<file path="src/logic/mmi_pkg.sv">
// Shared constants and types of the message interpreter.
// Assumes one system clock; the byte receiver lives outside.
package mmi_pkg;

  // ----------------------------------------
  // Status bytes
  // ----------------------------------------
  localparam logic [3:0] ST_NOTE_OFF = 4'h8;
  localparam logic [3:0] ST_NOTE_ON = 4'h9;
  localparam logic [3:0] ST_POLY_PRESS = 4'ha;
  localparam logic [3:0] ST_CTRL = 4'hb;
  localparam logic [3:0] ST_PROG = 4'hc;
  localparam logic [3:0] ST_CHAN_PRESS = 4'hd;
  localparam logic [3:0] ST_BEND = 4'he;
  localparam logic [3:0] ST_SYSTEM = 4'hf;
  localparam logic [7:0] SYS_EX = 8'hf0;
  localparam logic [7:0] SYS_TIMECODE = 8'hf1;
  localparam logic [7:0] SYS_SONG_POS = 8'hf2;
  localparam logic [7:0] SYS_SONG_SEL = 8'hf3;
  localparam logic [7:0] SYS_EX_END = 8'hf7;
  localparam logic [7:0] SYS_REALTIME = 8'hf8;
  localparam logic [7:0] SYS_CLOCK = 8'hf8;
  localparam logic [7:0] SYS_START = 8'hfa;
  localparam logic [7:0] SYS_CONT = 8'hfb;
  localparam logic [7:0] SYS_STOP = 8'hfc;

  // ----------------------------------------
  // Controller numbers and values
  // ----------------------------------------
  localparam logic [6:0] CC_DATA_MSB = 7'h06;
  localparam logic [6:0] CC_DATA_LSB = 7'h26;
  localparam logic [6:0] CC_LSB_FIRST = 7'h20;
  localparam logic [6:0] CC_SW_FIRST = 7'h40;
  localparam logic [6:0] CC_SW_LAST = 7'h45;
  localparam logic [6:0] CC_DATA_INC = 7'h60;
  localparam logic [6:0] CC_DATA_DEC = 7'h61;
  localparam logic [6:0] CC_RPN_HIGH = 7'h64;
  localparam logic [6:0] CC_RPN_LOW = 7'h65;
  localparam logic [6:0] CC_RESET_ALL = 7'h79;
  localparam logic [6:0] CC_LOCAL = 7'h7a;
  localparam logic [6:0] CC_ALL_OFF = 7'h7b;
  localparam logic [6:0] CC_OMNI_OFF = 7'h7c;
  localparam logic [6:0] CC_OMNI_ON = 7'h7d;
  localparam logic [6:0] CC_MONO = 7'h7e;
  localparam logic [6:0] CC_POLY = 7'h7f;
  localparam logic [6:0] VAL_OFF = 7'h00;
  localparam logic [6:0] VAL_ON = 7'h7f;
  localparam logic [6:0] NOTE_MIDDLE_C = 7'h3c;
  localparam logic [4:0] MONO_CNT_MAX = 5'h10;
  localparam logic [13:0] RPN_NULL = 14'h3fff;
  localparam logic [13:0] PARAM_MAX = 14'h3fff;
  localparam logic [16:0] CLK_PER_BEAT = 17'h00006;

  // ----------------------------------------
  // Register map and reset values
  // ----------------------------------------
  localparam logic [7:0] REG_CTRL = 8'h00;
  localparam logic [7:0] REG_MODE = 8'h04;
  localparam logic [7:0] REG_PROG = 8'h08;
  localparam logic [7:0] REG_SONG = 8'h0c;
  localparam logic [7:0] REG_PARAM = 8'h10;
  localparam logic [7:0] REG_CTL_SEL = 8'h14;
  localparam logic [7:0] REG_CTL_VAL = 8'h18;
  localparam logic [7:0] REG_VOICES = 8'h1c;
  localparam logic [7:0] REG_ID = 8'h20;
  localparam logic [3:0] RST_BASE_CH = 4'h0;
  localparam logic RST_OMNI = 1'b0;
  localparam logic RST_LOCAL = 1'b1;
  // Arbitrary identity values
  localparam logic [6:0] RST_MAKER = 7'h2a;
  localparam logic [6:0] RST_PRODUCT = 7'h15;

  // ----------------------------------------
  // Types
  // ----------------------------------------
  typedef enum logic [2:0] {
    EV_NOTE_OFF = 3'b000,
    EV_NOTE_ON = 3'b001,
    EV_POLY_PRESS = 3'b010,
    EV_CHAN_PRESS = 3'b011,
    EV_BEND = 3'b100,
    EV_ALL_OFF = 3'b101
  } mmi_ev_e;

  typedef enum logic [2:0] {
    SX_IDLE = 3'b000,
    SX_MAKER = 3'b001,
    SX_PRODUCT = 3'b010,
    SX_PASS = 3'b011,
    SX_DROP = 3'b100
  } mmi_sx_e;

  typedef struct packed {
    logic [7:0] status;
    logic [6:0] d1;
    logic [6:0] d2;
  } mmi_msg_s;

  typedef struct packed {
    mmi_ev_e kind;
    logic [3:0] chan;
    logic [6:0] note;
    logic [6:0] value;
    logic [6:0] prev_note;
    logic retrig;
  } mmi_ev_s;

endpackage

</file>
<file path="src/logic/mmi_interp.sv">
// Message interpreter: channel voice, channel mode and system messages.
// Assumes a byte receiver on clk_sys and the raw input pin for thru.
//
// Notes on behaviour
// - Note numbers span 0 to 127; 60 is middle C.
// - Velocity 1 to 127 is dynamics; velocity 0 acts as note off.
// - Omni on accepts all channels; omni off accepts the base channel only.
// - Mono sounds one note at a time; poly uses every free voice.
// - Channel pressure is one value; poly pressure carries a key.
// - Program change picks one of 128 programs.
// - Controllers 32 to 63 are low parts of controllers 0 to 31.
// - Switch controllers such as sustain are two-state: 0 off, 127 on.
// - Controllers 100 and 101 set high and low parameter number parts.
// - Controller 6 sets the parameter; 96 and 97 step it.
// - Controller 121 value 0 restores all controllers to defaults.
// - Controller 122 turns local control off at 0, on at 127.
// - Controller 126 enters mono with count 0 to 16; 127 enters poly.
// - System messages are taken regardless of channel setting.
// - Song position relocates playback to the given sixteenth count.
// - Exclusive data for another maker or product is dropped.
// - Each clock while playing advances song position by one twenty-fourth beat.
// - Start plays from song start; stop halts playback.
// - Continue after stop resumes where playback halted.
// - Thru output copies the input stream exactly.
`timescale 1ns/100ps
module mmi_interp #(
  parameter logic [7:0] NUM_VOICES = 8'h10
) (
  input wire logic clk_sys,
  input wire logic rst,
  input wire logic midi_in,
  input wire logic rx_valid,
  input wire logic [7:0] rx_byte,
  input wire logic [7:0] reg_addr,
  input wire logic [31:0] reg_wdata,
  input wire logic reg_wr,
  input wire logic reg_rd,
  output logic [31:0] reg_rdata,
  output logic thru_tx,
  output logic ev_valid,
  output mmi_pkg::mmi_ev_s ev,
  output logic all_off,
  output logic [6:0] program_num,
  output logic sx_valid,
  output logic [7:0] sx_byte,
  output logic tick,
  output logic playing,
  output logic local_on
);
  import mmi_pkg::*;

  logic msg_valid;
  mmi_msg_s msg;
  logic p_sx_begin;
  logic p_sx_data;
  logic p_sx_end;
  logic [7:0] p_sx_byte;
  logic in_meta_q;
  logic in_sync_q;
  logic [3:0] base_ch_q;
  logic omni_q;
  logic mono_q;
  logic [4:0] mono_cnt_q;
  logic [7:0] voices_q;
  logic [6:0] held_q;
  logic held_valid_q;
  logic [16:0] song_pos_q;
  logic [13:0] rpn_q;
  logic [13:0] param_q;
  logic [6:0] ctl_msb_q [32];
  logic [6:0] ctl_lsb_q [32];
  logic [5:0] sw_q;
  logic [4:0] ctl_sel_q;
  logic [6:0] maker_q;
  logic [6:0] product_q;
  mmi_sx_e sx_q;
  logic is_chan;
  logic acc_chan;
  logic acc_sys;
  logic [6:0] cc;
  logic [6:0] cv;
  logic is_cc;
  logic mode_cc;

  mmi_parse u_parse (
    .clk_sys(clk_sys),
    .rst(rst),
    .rx_valid(rx_valid),
    .rx_byte(rx_byte),
    .msg_valid(msg_valid),
    .msg(msg),
    .sx_begin(p_sx_begin),
    .sx_data(p_sx_data),
    .sx_end(p_sx_end),
    .sx_byte(p_sx_byte)
  );

  // ----------------------------------------
  // Thru path
  // ----------------------------------------
  // pin copy
  always_ff @(posedge clk_sys or posedge rst) begin
    if (rst) begin
      in_meta_q <= 1'b1;
      in_sync_q <= 1'b1;
      thru_tx <= 1'b1;
    end else begin
      in_meta_q <= midi_in;
      in_sync_q <= in_meta_q;
      thru_tx <= in_sync_q;
    end
  end

  // ----------------------------------------
  // Message acceptance
  // ----------------------------------------
  assign is_chan = msg.status[7:4] != ST_SYSTEM;
  assign acc_chan = msg_valid && is_chan &&
                    (omni_q || msg.status[3:0] == base_ch_q);
  assign acc_sys = msg_valid && !is_chan;
  assign cc = msg.d1;
  assign cv = msg.d2;
  assign is_cc = acc_chan && msg.status[7:4] == ST_CTRL;
  assign mode_cc = is_cc && (cc == CC_MONO || cc == CC_POLY);

  // ----------------------------------------
  // Voice events
  // ----------------------------------------
  always_ff @(posedge clk_sys or posedge rst) begin
    if (rst) begin
      ev_valid <= 1'b0;
      ev <= '0;
      all_off <= 1'b0;
      voices_q <= 8'h00;
      held_q <= NOTE_MIDDLE_C;
      held_valid_q <= 1'b0;
    end else begin
      ev_valid <= 1'b0;
      all_off <= 1'b0;
      ev.chan <= msg.status[3:0];
      ev.note <= msg.d1;
      ev.value <= msg.d2;
      ev.prev_note <= held_q;
      ev.retrig <= 1'b0;
      // all notes off, also on any mono or poly message
      if ((is_cc && cc == CC_ALL_OFF && cv == VAL_OFF) || mode_cc) begin
        ev_valid <= 1'b1;
        ev.kind <= EV_ALL_OFF;
        all_off <= 1'b1;
        voices_q <= 8'h00;
        held_valid_q <= 1'b0;
      end else if (acc_chan) begin
        case (msg.status[7:4])
          ST_NOTE_ON, ST_NOTE_OFF: begin
            if (msg.status[7:4] == ST_NOTE_OFF || cv == 7'h00) begin
              ev_valid <= 1'b1;
              ev.kind <= EV_NOTE_OFF;
              if (mono_q && held_valid_q && held_q == msg.d1) begin
                held_valid_q <= 1'b0;
                voices_q <= 8'h00;
              end else if (!mono_q && voices_q != 8'h00) begin
                voices_q <= voices_q - 8'h01;
              end
            end else if (mono_q) begin
              ev_valid <= 1'b1;
              ev.kind <= EV_NOTE_ON;
              ev.retrig <= held_valid_q;
              held_q <= msg.d1;
              held_valid_q <= 1'b1;
              voices_q <= 8'h01;
            // poly only while a voice is free
            end else if (voices_q < NUM_VOICES) begin
              ev_valid <= 1'b1;
              ev.kind <= EV_NOTE_ON;
              voices_q <= voices_q + 8'h01;
            end
          end
          ST_POLY_PRESS: begin
            ev_valid <= 1'b1;
            ev.kind <= EV_POLY_PRESS;
          end
          ST_CHAN_PRESS: begin
            ev_valid <= 1'b1;
            ev.kind <= EV_CHAN_PRESS;
            ev.note <= 7'h00;
            ev.value <= msg.d1;
          end
          ST_BEND: begin
            ev_valid <= 1'b1;
            ev.kind <= EV_BEND;
          end
          default: begin
          end
        endcase
      end
    end
  end

  always_ff @(posedge clk_sys or posedge rst) begin
    if (rst) begin
      program_num <= 7'h00;
    end else if (acc_chan && msg.status[7:4] == ST_PROG) begin
      program_num <= msg.d1;
    end
  end

  // ----------------------------------------
  // Channel mode
  // ----------------------------------------
  always_ff @(posedge clk_sys or posedge rst) begin
    if (rst) begin
      omni_q <= RST_OMNI;
      mono_q <= 1'b0;
      mono_cnt_q <= 5'h00;
      local_on <= RST_LOCAL;
    end else if (is_cc) begin
      // only the two defined values act
      if (cc == CC_LOCAL && cv == VAL_OFF) begin
        local_on <= 1'b0;
      end else if (cc == CC_LOCAL && cv == VAL_ON) begin
        local_on <= 1'b1;
      end
      if (cc == CC_OMNI_OFF) begin
        omni_q <= 1'b0;
      end else if (cc == CC_OMNI_ON) begin
        omni_q <= 1'b1;
      end
      if (cc == CC_MONO && {1'b0, cv} <= {3'h0, MONO_CNT_MAX}) begin
        mono_q <= 1'b1;
        mono_cnt_q <= cv[4:0];
        if (cv == 7'h00) begin
          omni_q <= 1'b0;
        end
      end else if (cc == CC_POLY) begin
        mono_q <= 1'b0;
      end
    end
  end

  // ----------------------------------------
  // Controllers and parameters
  // ----------------------------------------
  always_ff @(posedge clk_sys or posedge rst) begin
    if (rst) begin
      for (int i = 0; i < 32; i++) begin
        ctl_msb_q[i] <= 7'h00;
        ctl_lsb_q[i] <= 7'h00;
      end
      sw_q <= 6'h00;
      rpn_q <= RPN_NULL;
      param_q <= 14'h0000;
    end else if (is_cc && cc == CC_RESET_ALL && cv == VAL_OFF) begin
      for (int i = 0; i < 32; i++) begin
        ctl_msb_q[i] <= 7'h00;
        ctl_lsb_q[i] <= 7'h00;
      end
      sw_q <= 6'h00;
      rpn_q <= RPN_NULL;
    end else if (is_cc) begin
      // low parts pair with 0 to 31
      if (cc < CC_LSB_FIRST) begin
        ctl_msb_q[cc[4:0]] <= cv;
      end else if (cc < CC_SW_FIRST) begin
        ctl_lsb_q[cc[4:0]] <= cv;
      end else if (cc <= CC_SW_LAST) begin
        sw_q[cc[2:0]] <= (cv == VAL_ON);
      end
      if (cc == CC_RPN_HIGH) begin
        rpn_q[13:7] <= cv;
      end else if (cc == CC_RPN_LOW) begin
        rpn_q[6:0] <= cv;
      end
      // data entry on the selected parameter
      if (rpn_q != RPN_NULL) begin
        if (cc == CC_DATA_MSB) begin
          param_q[13:7] <= cv;
        end else if (cc == CC_DATA_LSB) begin
          param_q[6:0] <= cv;
        end else if (cc == CC_DATA_INC && param_q != PARAM_MAX) begin
          param_q <= param_q + 14'h0001;
        end else if (cc == CC_DATA_DEC && param_q != 14'h0000) begin
          param_q <= param_q - 14'h0001;
        end
      end
    end
  end

  // ----------------------------------------
  // Song position and transport
  // ----------------------------------------
  always_ff @(posedge clk_sys or posedge rst) begin
    if (rst) begin
      song_pos_q <= 17'h00000;
      playing <= 1'b0;
      tick <= 1'b0;
    end else begin
      tick <= 1'b0;
      if (acc_sys) begin
        case (msg.status)
          SYS_SONG_POS: begin
            song_pos_q <= {3'h0, msg.d2, msg.d1} * CLK_PER_BEAT;
          end
          SYS_START: begin
            song_pos_q <= 17'h00000;
            playing <= 1'b1;
          end
          SYS_STOP: begin
            playing <= 1'b0;
          end
          SYS_CONT: begin
            playing <= 1'b1;
          end
          SYS_CLOCK: begin
            if (playing) begin
              song_pos_q <= song_pos_q + 17'h00001;
              tick <= 1'b1;
            end
          end
          default: begin
          end
        endcase
      end
    end
  end

  // ----------------------------------------
  // Exclusive filter
  // ----------------------------------------
  // identity match before passing data
  always_ff @(posedge clk_sys or posedge rst) begin
    if (rst) begin
      sx_q <= SX_IDLE;
      sx_valid <= 1'b0;
      sx_byte <= 8'h00;
    end else begin
      sx_valid <= 1'b0;
      if (p_sx_begin) begin
        sx_q <= SX_MAKER;
      end else if (p_sx_end) begin
        sx_q <= SX_IDLE;
      end else if (p_sx_data) begin
        case (sx_q)
          SX_MAKER: begin
            sx_q <= (p_sx_byte[6:0] == maker_q) ? SX_PRODUCT : SX_DROP;
          end
          SX_PRODUCT: begin
            sx_q <= (p_sx_byte[6:0] == product_q) ? SX_PASS : SX_DROP;
          end
          SX_PASS: begin
            sx_valid <= 1'b1;
            sx_byte <= p_sx_byte;
          end
          default: begin
          end
        endcase
      end
    end
  end

  // ----------------------------------------
  // Register port
  // ----------------------------------------
  always_ff @(posedge clk_sys or posedge rst) begin
    if (rst) begin
      base_ch_q <= RST_BASE_CH;
      ctl_sel_q <= 5'h00;
      maker_q <= RST_MAKER;
      product_q <= RST_PRODUCT;
    end else if (reg_wr) begin
      case (reg_addr)
        REG_CTRL: base_ch_q <= reg_wdata[3:0];
        REG_CTL_SEL: ctl_sel_q <= reg_wdata[4:0];
        REG_ID: begin
          maker_q <= reg_wdata[6:0];
          product_q <= reg_wdata[14:8];
        end
        default: begin
        end
      endcase
    end
  end

  // Read data lives one cycle only, zero otherwise
  always_ff @(posedge clk_sys or posedge rst) begin
    if (rst) begin
      reg_rdata <= 32'h00000000;
    end else if (reg_rd) begin
      case (reg_addr)
        REG_CTRL: reg_rdata <= {28'h0, base_ch_q};
        REG_MODE: reg_rdata <= {23'h0, playing, mono_cnt_q, local_on,
                                mono_q, omni_q};
        REG_PROG: reg_rdata <= {25'h0, program_num};
        REG_SONG: reg_rdata <= {15'h0, song_pos_q};
        REG_PARAM: reg_rdata <= {4'h0, param_q, rpn_q};
        REG_CTL_SEL: reg_rdata <= {27'h0, ctl_sel_q};
        REG_CTL_VAL: reg_rdata <= {10'h0, sw_q, 2'h0,
                                   ctl_msb_q[ctl_sel_q],
                                   ctl_lsb_q[ctl_sel_q]};
        REG_VOICES: reg_rdata <= {15'h0, held_valid_q, held_q, 1'b0,
                                  voices_q};
        REG_ID: reg_rdata <= {17'h0, product_q, 1'b0, maker_q};
        default: reg_rdata <= 32'h00000000;
      endcase
    end else begin
      reg_rdata <= 32'h00000000;
    end
  end
endmodule

</file>
<file path="src/logic/mmi_parse.sv">
// Byte assembler: status, running status, real-time and exclusive bytes.
// Assumes received bytes arrive as one-cycle strobes on clk_sys.
`timescale 1ns/100ps
module mmi_parse (
  input wire logic clk_sys,
  input wire logic rst,
  input wire logic rx_valid,
  input wire logic [7:0] rx_byte,
  output logic msg_valid,
  output mmi_pkg::mmi_msg_s msg,
  output logic sx_begin,
  output logic sx_data,
  output logic sx_end,
  output logic [7:0] sx_byte
);
  import mmi_pkg::*;

  logic [7:0] status_q;
  logic [6:0] d1_q;
  logic cnt_q;
  logic in_sx_q;

  // Data bytes each status expects
  function automatic logic [1:0] data_len(input logic [7:0] st);
    logic [1:0] n;
    n = 2'h2;
    if (st[7:4] == ST_PROG || st[7:4] == ST_CHAN_PRESS) begin
      n = 2'h1;
    end else if (st == SYS_TIMECODE || st == SYS_SONG_SEL) begin
      n = 2'h1;
    end else if (st[7:4] == ST_SYSTEM && st != SYS_SONG_POS) begin
      n = 2'h0;
    end
    return n;
  endfunction

  // ----------------------------------------
  // Assembly
  // ----------------------------------------
  always_ff @(posedge clk_sys or posedge rst) begin
    if (rst) begin
      status_q <= 8'h00;
      d1_q <= 7'h00;
      cnt_q <= 1'b0;
      in_sx_q <= 1'b0;
      msg_valid <= 1'b0;
      msg <= '0;
      sx_begin <= 1'b0;
      sx_data <= 1'b0;
      sx_end <= 1'b0;
      sx_byte <= 8'h00;
    end else begin
      msg_valid <= 1'b0;
      sx_begin <= 1'b0;
      sx_data <= 1'b0;
      sx_end <= 1'b0;
      if (rx_valid && rx_byte >= SYS_REALTIME) begin
        // Real-time bytes slip in anywhere and keep running status
        msg_valid <= 1'b1;
        msg <= '{status: rx_byte, d1: 7'h00, d2: 7'h00};
      end else if (rx_valid && rx_byte[7]) begin
        sx_end <= in_sx_q;
        sx_begin <= (rx_byte == SYS_EX);
        in_sx_q <= (rx_byte == SYS_EX);
        cnt_q <= 1'b0;
        if (data_len(rx_byte) == 2'h0) begin
          status_q <= 8'h00;
          if (rx_byte != SYS_EX && rx_byte != SYS_EX_END) begin
            msg_valid <= 1'b1;
            msg <= '{status: rx_byte, d1: 7'h00, d2: 7'h00};
          end
        end else begin
          status_q <= rx_byte;
        end
      end else if (rx_valid && in_sx_q) begin
        sx_data <= 1'b1;
        sx_byte <= rx_byte;
      end else if (rx_valid && status_q != 8'h00) begin
        if (!cnt_q && data_len(status_q) == 2'h1) begin
          msg_valid <= 1'b1;
          msg <= '{status: status_q, d1: rx_byte[6:0], d2: 7'h00};
        end else if (!cnt_q) begin
          d1_q <= rx_byte[6:0];
          cnt_q <= 1'b1;
        end else begin
          msg_valid <= 1'b1;
          msg <= '{status: status_q, d1: d1_q, d2: rx_byte[6:0]};
          cnt_q <= 1'b0;
        end
        // System common has no running status
        if (status_q[7:4] == ST_SYSTEM && (cnt_q || data_len(status_q) ==
            2'h1)) begin
          status_q <= 8'h00;
        end
      end
    end
  end

endmodule

</file>
<file path="config.mk">
export PLATFORM = sky130hd
export DESIGN_NAME = mmi_interp
export DESIGN_NICKNAME = d
export VERILOG_FILES = /design/src/logic/mmi_pkg.sv /design/src/logic/mmi_interp.sv /design/src/logic/mmi_parse.sv
export SDC_FILE = /design/constraint.sdc
export NUM_CORES = 2
export LEC_CHECK = 0
export BUFFER_PORTS_ARGS = -buffer_cell sky130_fd_sc_hd__buf_2
export CAP_MARGIN = 10
export CORE_MARGIN = 3
export CORE_UTILIZATION = 45
export CTS_CLUSTER_SIZE = 16
export DETAILED_ROUTE_END_ITERATION = 8
export GPL_ROUTABILITY_DRIVEN = 0
export PLACE_DENSITY = 0.61
export SETUP_SLACK_MARGIN = 0.4
export SLEW_MARGIN = 20
export SYNTH_ARGS = -nofsm -noshare
export SYNTH_HDL_FRONTEND = slang
export SYNTH_HIERARCHICAL = 1
export SYNTH_SLANG_ARGS = --single-unit
</file>
<file path="constraint.sdc">
create_clock -name clk_sys -period 60.8 [get_ports clk_sys]
set_input_delay 12.16 -clock clk_sys [delete_from_list [all_inputs] [get_ports clk_sys]]
set_output_delay 12.16 -clock clk_sys [all_outputs]
set_load 0.01 [all_outputs]
</file>
== After elaboration in Yosys (flattened, before gate mapping) ==
Index checks and enable logic that the tools add are counted.
Widths: inputs -> output; s select.

* Register bits: 684
* Input bits: 54
* Logic and storage cells: 455

* $add $sub $neg: 5
* $mul: 1
* Magnitude comparators: 11
* Equality and inequality tests: 73
* Mux-type cells: 141
* Bitwise operators: 13
* Reduce and logical (&&, ||, !) cells: 100

{| class="wikitable"
|+ Operators with widths
! operator !! count
|-
| $mux 224 || 7
|-
| $bwmux 224 || 2
|-
| $pmux 28 s9 || 1
|-
| $mux 22 || 8
|-
| $mux 8 || 13
|-
| $mux 14 || 7
|-
| $eq 7x7->1 const B || 12
|-
| $eq 8x8->1 const B || 10
|-
| $mux 7 || 11
|-
| $bmux 7 s5 || 2
|-
| $mux 1 || 53
|-
| $eq 4x4->1 const B || 13
|-
| $pmux 17 s3 || 1
|-
| $demux 7 s5 || 1
|-
| $eq 8x5->1 const B || 4
|-
| $mux 32 || 1
|-
| $ne 8x8->1 const B || 4
|-
| $mux 3 || 10
|-
| $mux 6 || 5
|-
| $logic_and 1x1->1 || 29
|-
| $ne 14x14->1 const B || 2
|-
| $reduce_bool 2->1 || 13
|-
| $mux 2 || 12
|-
| $reduce_and 4->1 || 6
|-
| 57 further kinds || 117
|}

== Depth between registers and ports, before layout ==
* Word-level depth: 16
* Gate-level depth with buffers: 15
* Mapped depth without buffers: 13

== Cells and area by module ==
Netlist, hierarchy kept.

{| class="wikitable"
|+ Modules (own cells, without submodules)
! module !! instances !! cells an instance !! area an instance (µm²)
|-
| mmi_interp || 1 || 3094 || 31884.3
|-
| mmi_parse || 1 || 170 || 2217.1
|}

== Worst setup path before layout ==
Ideal clock, no wire load.

* Path kind: input to register
* From: input reg_addr[5]
* To: register reg_rdata[0]
* Data arrival time: 13782 ps
* Setup slack: 46934 ps
* Cell stages on the path: 7
* Path buffers: 1
* Path through: nor4b_1 > nand3_1 > nor2_1 > buf_2 > a22oi_1 > and3_1 > o22ai_1

* Longest elaborated chain between the ends: 3

{| class="wikitable"
|+ RTL lines
! what !! RTL line !! RTL
|-
| from (decl) || mmi_interp.sv:34 || <nowiki>input wire logic [7:0] reg_addr,</nowiki>
|-
| $eq 8x6->1 (tied with other cells) || mmi_interp.sv:388 || <nowiki>case (reg_addr)</nowiki>
|-
| $pmux 28 s9 * || mmi_interp.sv:388 ||
|-
| $mux 32 * || mmi_interp.sv:387 || <nowiki>end else if (reg_rd) begin</nowiki>
|-
| to (signal assigned) || mmi_interp.sv:389 || <nowiki>REG_CTRL: reg_rdata <= {28'h0, base_ch_q};</nowiki>
|-
| to (signal assigned) || mmi_interp.sv:390 || <nowiki>REG_MODE: reg_rdata <= {23'h0, playing, mono_cnt_q, local_on,</nowiki>
|-
| to (signal assigned) || mmi_interp.sv:392 || <nowiki>REG_PROG: reg_rdata <= {25'h0, program_num};</nowiki>
|-
| to (decl) || mmi_interp.sv:38 || <nowiki>output logic [31:0] reg_rdata,</nowiki>
|}

Every way passes the cells marked *; elsewhere a longest branch is shown, timed or not.
A chain may end at the register's enable or synchronous reset.

== Final worst setup path ==
* From: input reg_addr[5]
* To: register reg_rdata[5]

The elaborated chain is that of the path after synthesis.

==> results.cfg <==
[outcome]
outcome = finished clean

[clocking]
cts_hold_buf = 0
clk_latency_ns = 0.63
post_cts_buffers = 0
clk_pin_slew_ns = 0.06
cts-root-buf = clkbuf_16
cts_max_level = 3
numCtsBuffers = 77
clk_path_buf_depth = 3
cts_tree = yes
ctsResizeCount = 0
cts_sinks = 680

[synthesis]
syn_area_mm2 = 0.0341
ys.flop_type = dfrtp_1
async_flop_share = 1.00
synth_cell_types = 93
synth_edf_count = 0
ys_ff_latch = 680
syn_inst = 3264
ys_warn_count = 6
yosysSeqAreaShare = 0.500
avgSynthCellArea_um2 = 10.4

[die]
std_cell_rows = 100
core_mm2 = 0.0747
die_w_um = 281
die_h_um = 281
start_util = 0.457
io_pins = 137
dieArea_mm2 = 0.0791

[critical_path]
path_cells = buf_2 > nor4b_1 > nand3_1 > nor2_2 > a222oi_1 > nand2_1 > a21oi_1 > o22ai_1
arrival_ns = 14.95
path_class = input port to flip-flop
critPathSlowestCell = nor4b_1
cp_max_fo = 13
start_kind = input port
required_ns = 61.34
cpPeakStageDelay_ns = 0.92
endpoint_kind = flip-flop

[sta]
hold_ws_ns = 0.356
drv_slew = 0
max_freq_mhz = 69.4
worst_pin_slew_ns = 1.20
fin_ws_ns = 46.38
finClkSkew_ns = 0.0251
timing.final.crit_share = 0.237
final.min_clock_period_ns = 14.42
relSlewSlack = 0.202
setup_viol = 0
hold_violations = 0
rsz0062_at_grt = false
tns_ns = 0

[placement]
placed_area_mm2 = 0.0352
numPortBuffers = 114
dp.cells = 4141
hpwl_mm = 65.1
pre_cts_ws_ns = 45.57

[detailed_routing]
wl_mm = 103
wl_per_cell_um = 24.0
vias_per_cell = 6.13
firstDrtPassIters = 7
vias = 26235
drc_errors = 0
drt-initial-drc-count = 2715
final_antenna_net_count = 0

[finish]
diodes = 0
design_area_mm2 = 0.0378
final_net_count = 3361
final_cells = 4282
layout-drive-gt1-share = 0.173
area.growth.synth_to_final_pct = 10.9

[global_routing]
grt_max_degree = 232
grt_pass1_vias = 26010
grt_pass1_wl_mm = 159
antenna_found_initial = 0
track_usage = 0.261
grt_overflow = 0

[power_and_ir_drop]
leakage_nw = 17.3
power_density_mw_per_mm2 = 33.4
peakVddDrop_uv = 20.2

[hold_path]
min_path_type = flip-flop to flip-flop

[job]
max_cap_viol_count = 0
-- sequential cells by signal (all words and copies together) (netlist names), 14 cells and up --
signal,flops
ctl_msb_q,224
u_parse/msg,22
rpn_q,14
song_pos_q,17
ctl_lsb_q,224
param_q,14
reg_rdata,28
ev,29
-- logic make-up after synthesis --
| kind of cell | count (synthesis) | synth area share |
|---|---|---|
| compound gates | 727 | 0.127 |
| xor+xnor | 45 | 0.0116 |
| fa+ha+maj | 55 | 0.0206 |
| buf+inv | 297 | 0.0376 |
| flops | 680 | 0.500 |
| mux | 357 | 0.158 |
| other cells | 1 | 0.000110 |
| simple gates | 1102 | 0.144 |
-- synth_stat cells, types with 53 or more instances --
master,number,area (um^2)
mux2i_1,159,1590
ha_1,53,663
dfrtp_1,652,16300
nor2_1,553,2080
o21ai_0,200,1000
nand3_1,129,646
a21oi_1,312,1560
buf_2,79,395
mux2_2,58,653
clkbuf_1,149,559
mux4_2,140,3150
nand2_1,236,886
-- power by group --
part | leakage, nW | switching (W) | internal (W)
Combinational | 6.69 | 0.000197 | 0.0000780
Clock | 1.27 | 0.000194 | 0.000283
Sequential | 9.30 | 0.0000382 | 0.000474
-- layer usage --
| metal | share of wire | up-vias | track usage | routed length [um] |
|---|---|---|---|---|
| met3 | 0.079 | 227 | 0.0441 | 8150 |
| met1 | 0.41 | 13238 | 0.354 | 42000 |
| met5 | 0 | - | 0 | 0 |
| met2 | 0.47 | 1196 | 0.420 | 48400 |
| met4 | 0.039 | 0 | 0.102 | 3960 |
| li1 | - | 11574 | - | - |
-- critical path: cells and delay by family --
| kind | cells | cell delay (ns) |
|---|---|---|
| and+or+nand+nor | 4 | 2.13 |
| buffers and inverters | 1 | 0.13 |
| AOI/OAI and AO/OA | 3 | 0.54 |
-- cell usage in the layout (no fill, tap or decap), types with 20 or more instances in the layout --
master,instances
xnor2_1,32
a21oi_1,312
dfstp_2,28
o22ai_1,25
nand4_1,21
and3_1,21
buf_4,38
nor2_1,552
mux2_2,58
buf_2,114
dfrtp_1,644
ha_1,53
clkbuf_16,77
o211ai_1,20
nand2_1,236
mux2i_1,159
nor3_1,38
nand3_1,128
o21ai_0,199
inv_1,36
mux4_2,140
-- per-stage QoR --
step | util | power, W
2_1_floorplan | - | 0.000675
3_3_place_gp | 0.471 | 0.000781
3_5_place_dp | 0.471 | 0.000786
4_1_cts | 0.506 | 0.00127
5_1_grt | 0.506 | 0.00131
6_report | 0.506 | 0.00126
-- final timing paths --
check / startpoint / end / slack, ns / cells after the start
max in group asynchronous: rst / song_pos_q[1]$_DFFE_PP0P_ / 46.78 / 4
worst max register to register: u_parse/msg[7]$_DFFE_PP0P_ / param_q[12]$_DFFE_PP0P_ / 55.91 / 13
worst min register to register: in_meta_q$_DFF_PP1_ / in_sync_q$_DFF_PP1_ / 0.36 / 0
worst max-delay path: reg_addr[5] / reg_rdata[5]$_DFF_PP0_ / 46.38 / 8
min in group asynchronous: rst / ev[25]$_DFF_PP0_ / 11.63 / 2
worst min-delay path: in_meta_q$_DFF_PP1_ / in_sync_q$_DFF_PP1_ / 0.36 / 0
-- final cells by class --
type | count | area, um^2
flip-flops and latches | 680 | 17100
inverters | 47 | 185
clock inverters | 26 | 355
clock buffers | 114 | 2250
repair buffers | 156 | 935
multi-input cells | 2290 | 15800
fillers | 6612 | 36900
well taps | 969 | 1210
Note: power is estimated with default switching activity, not from simulation.
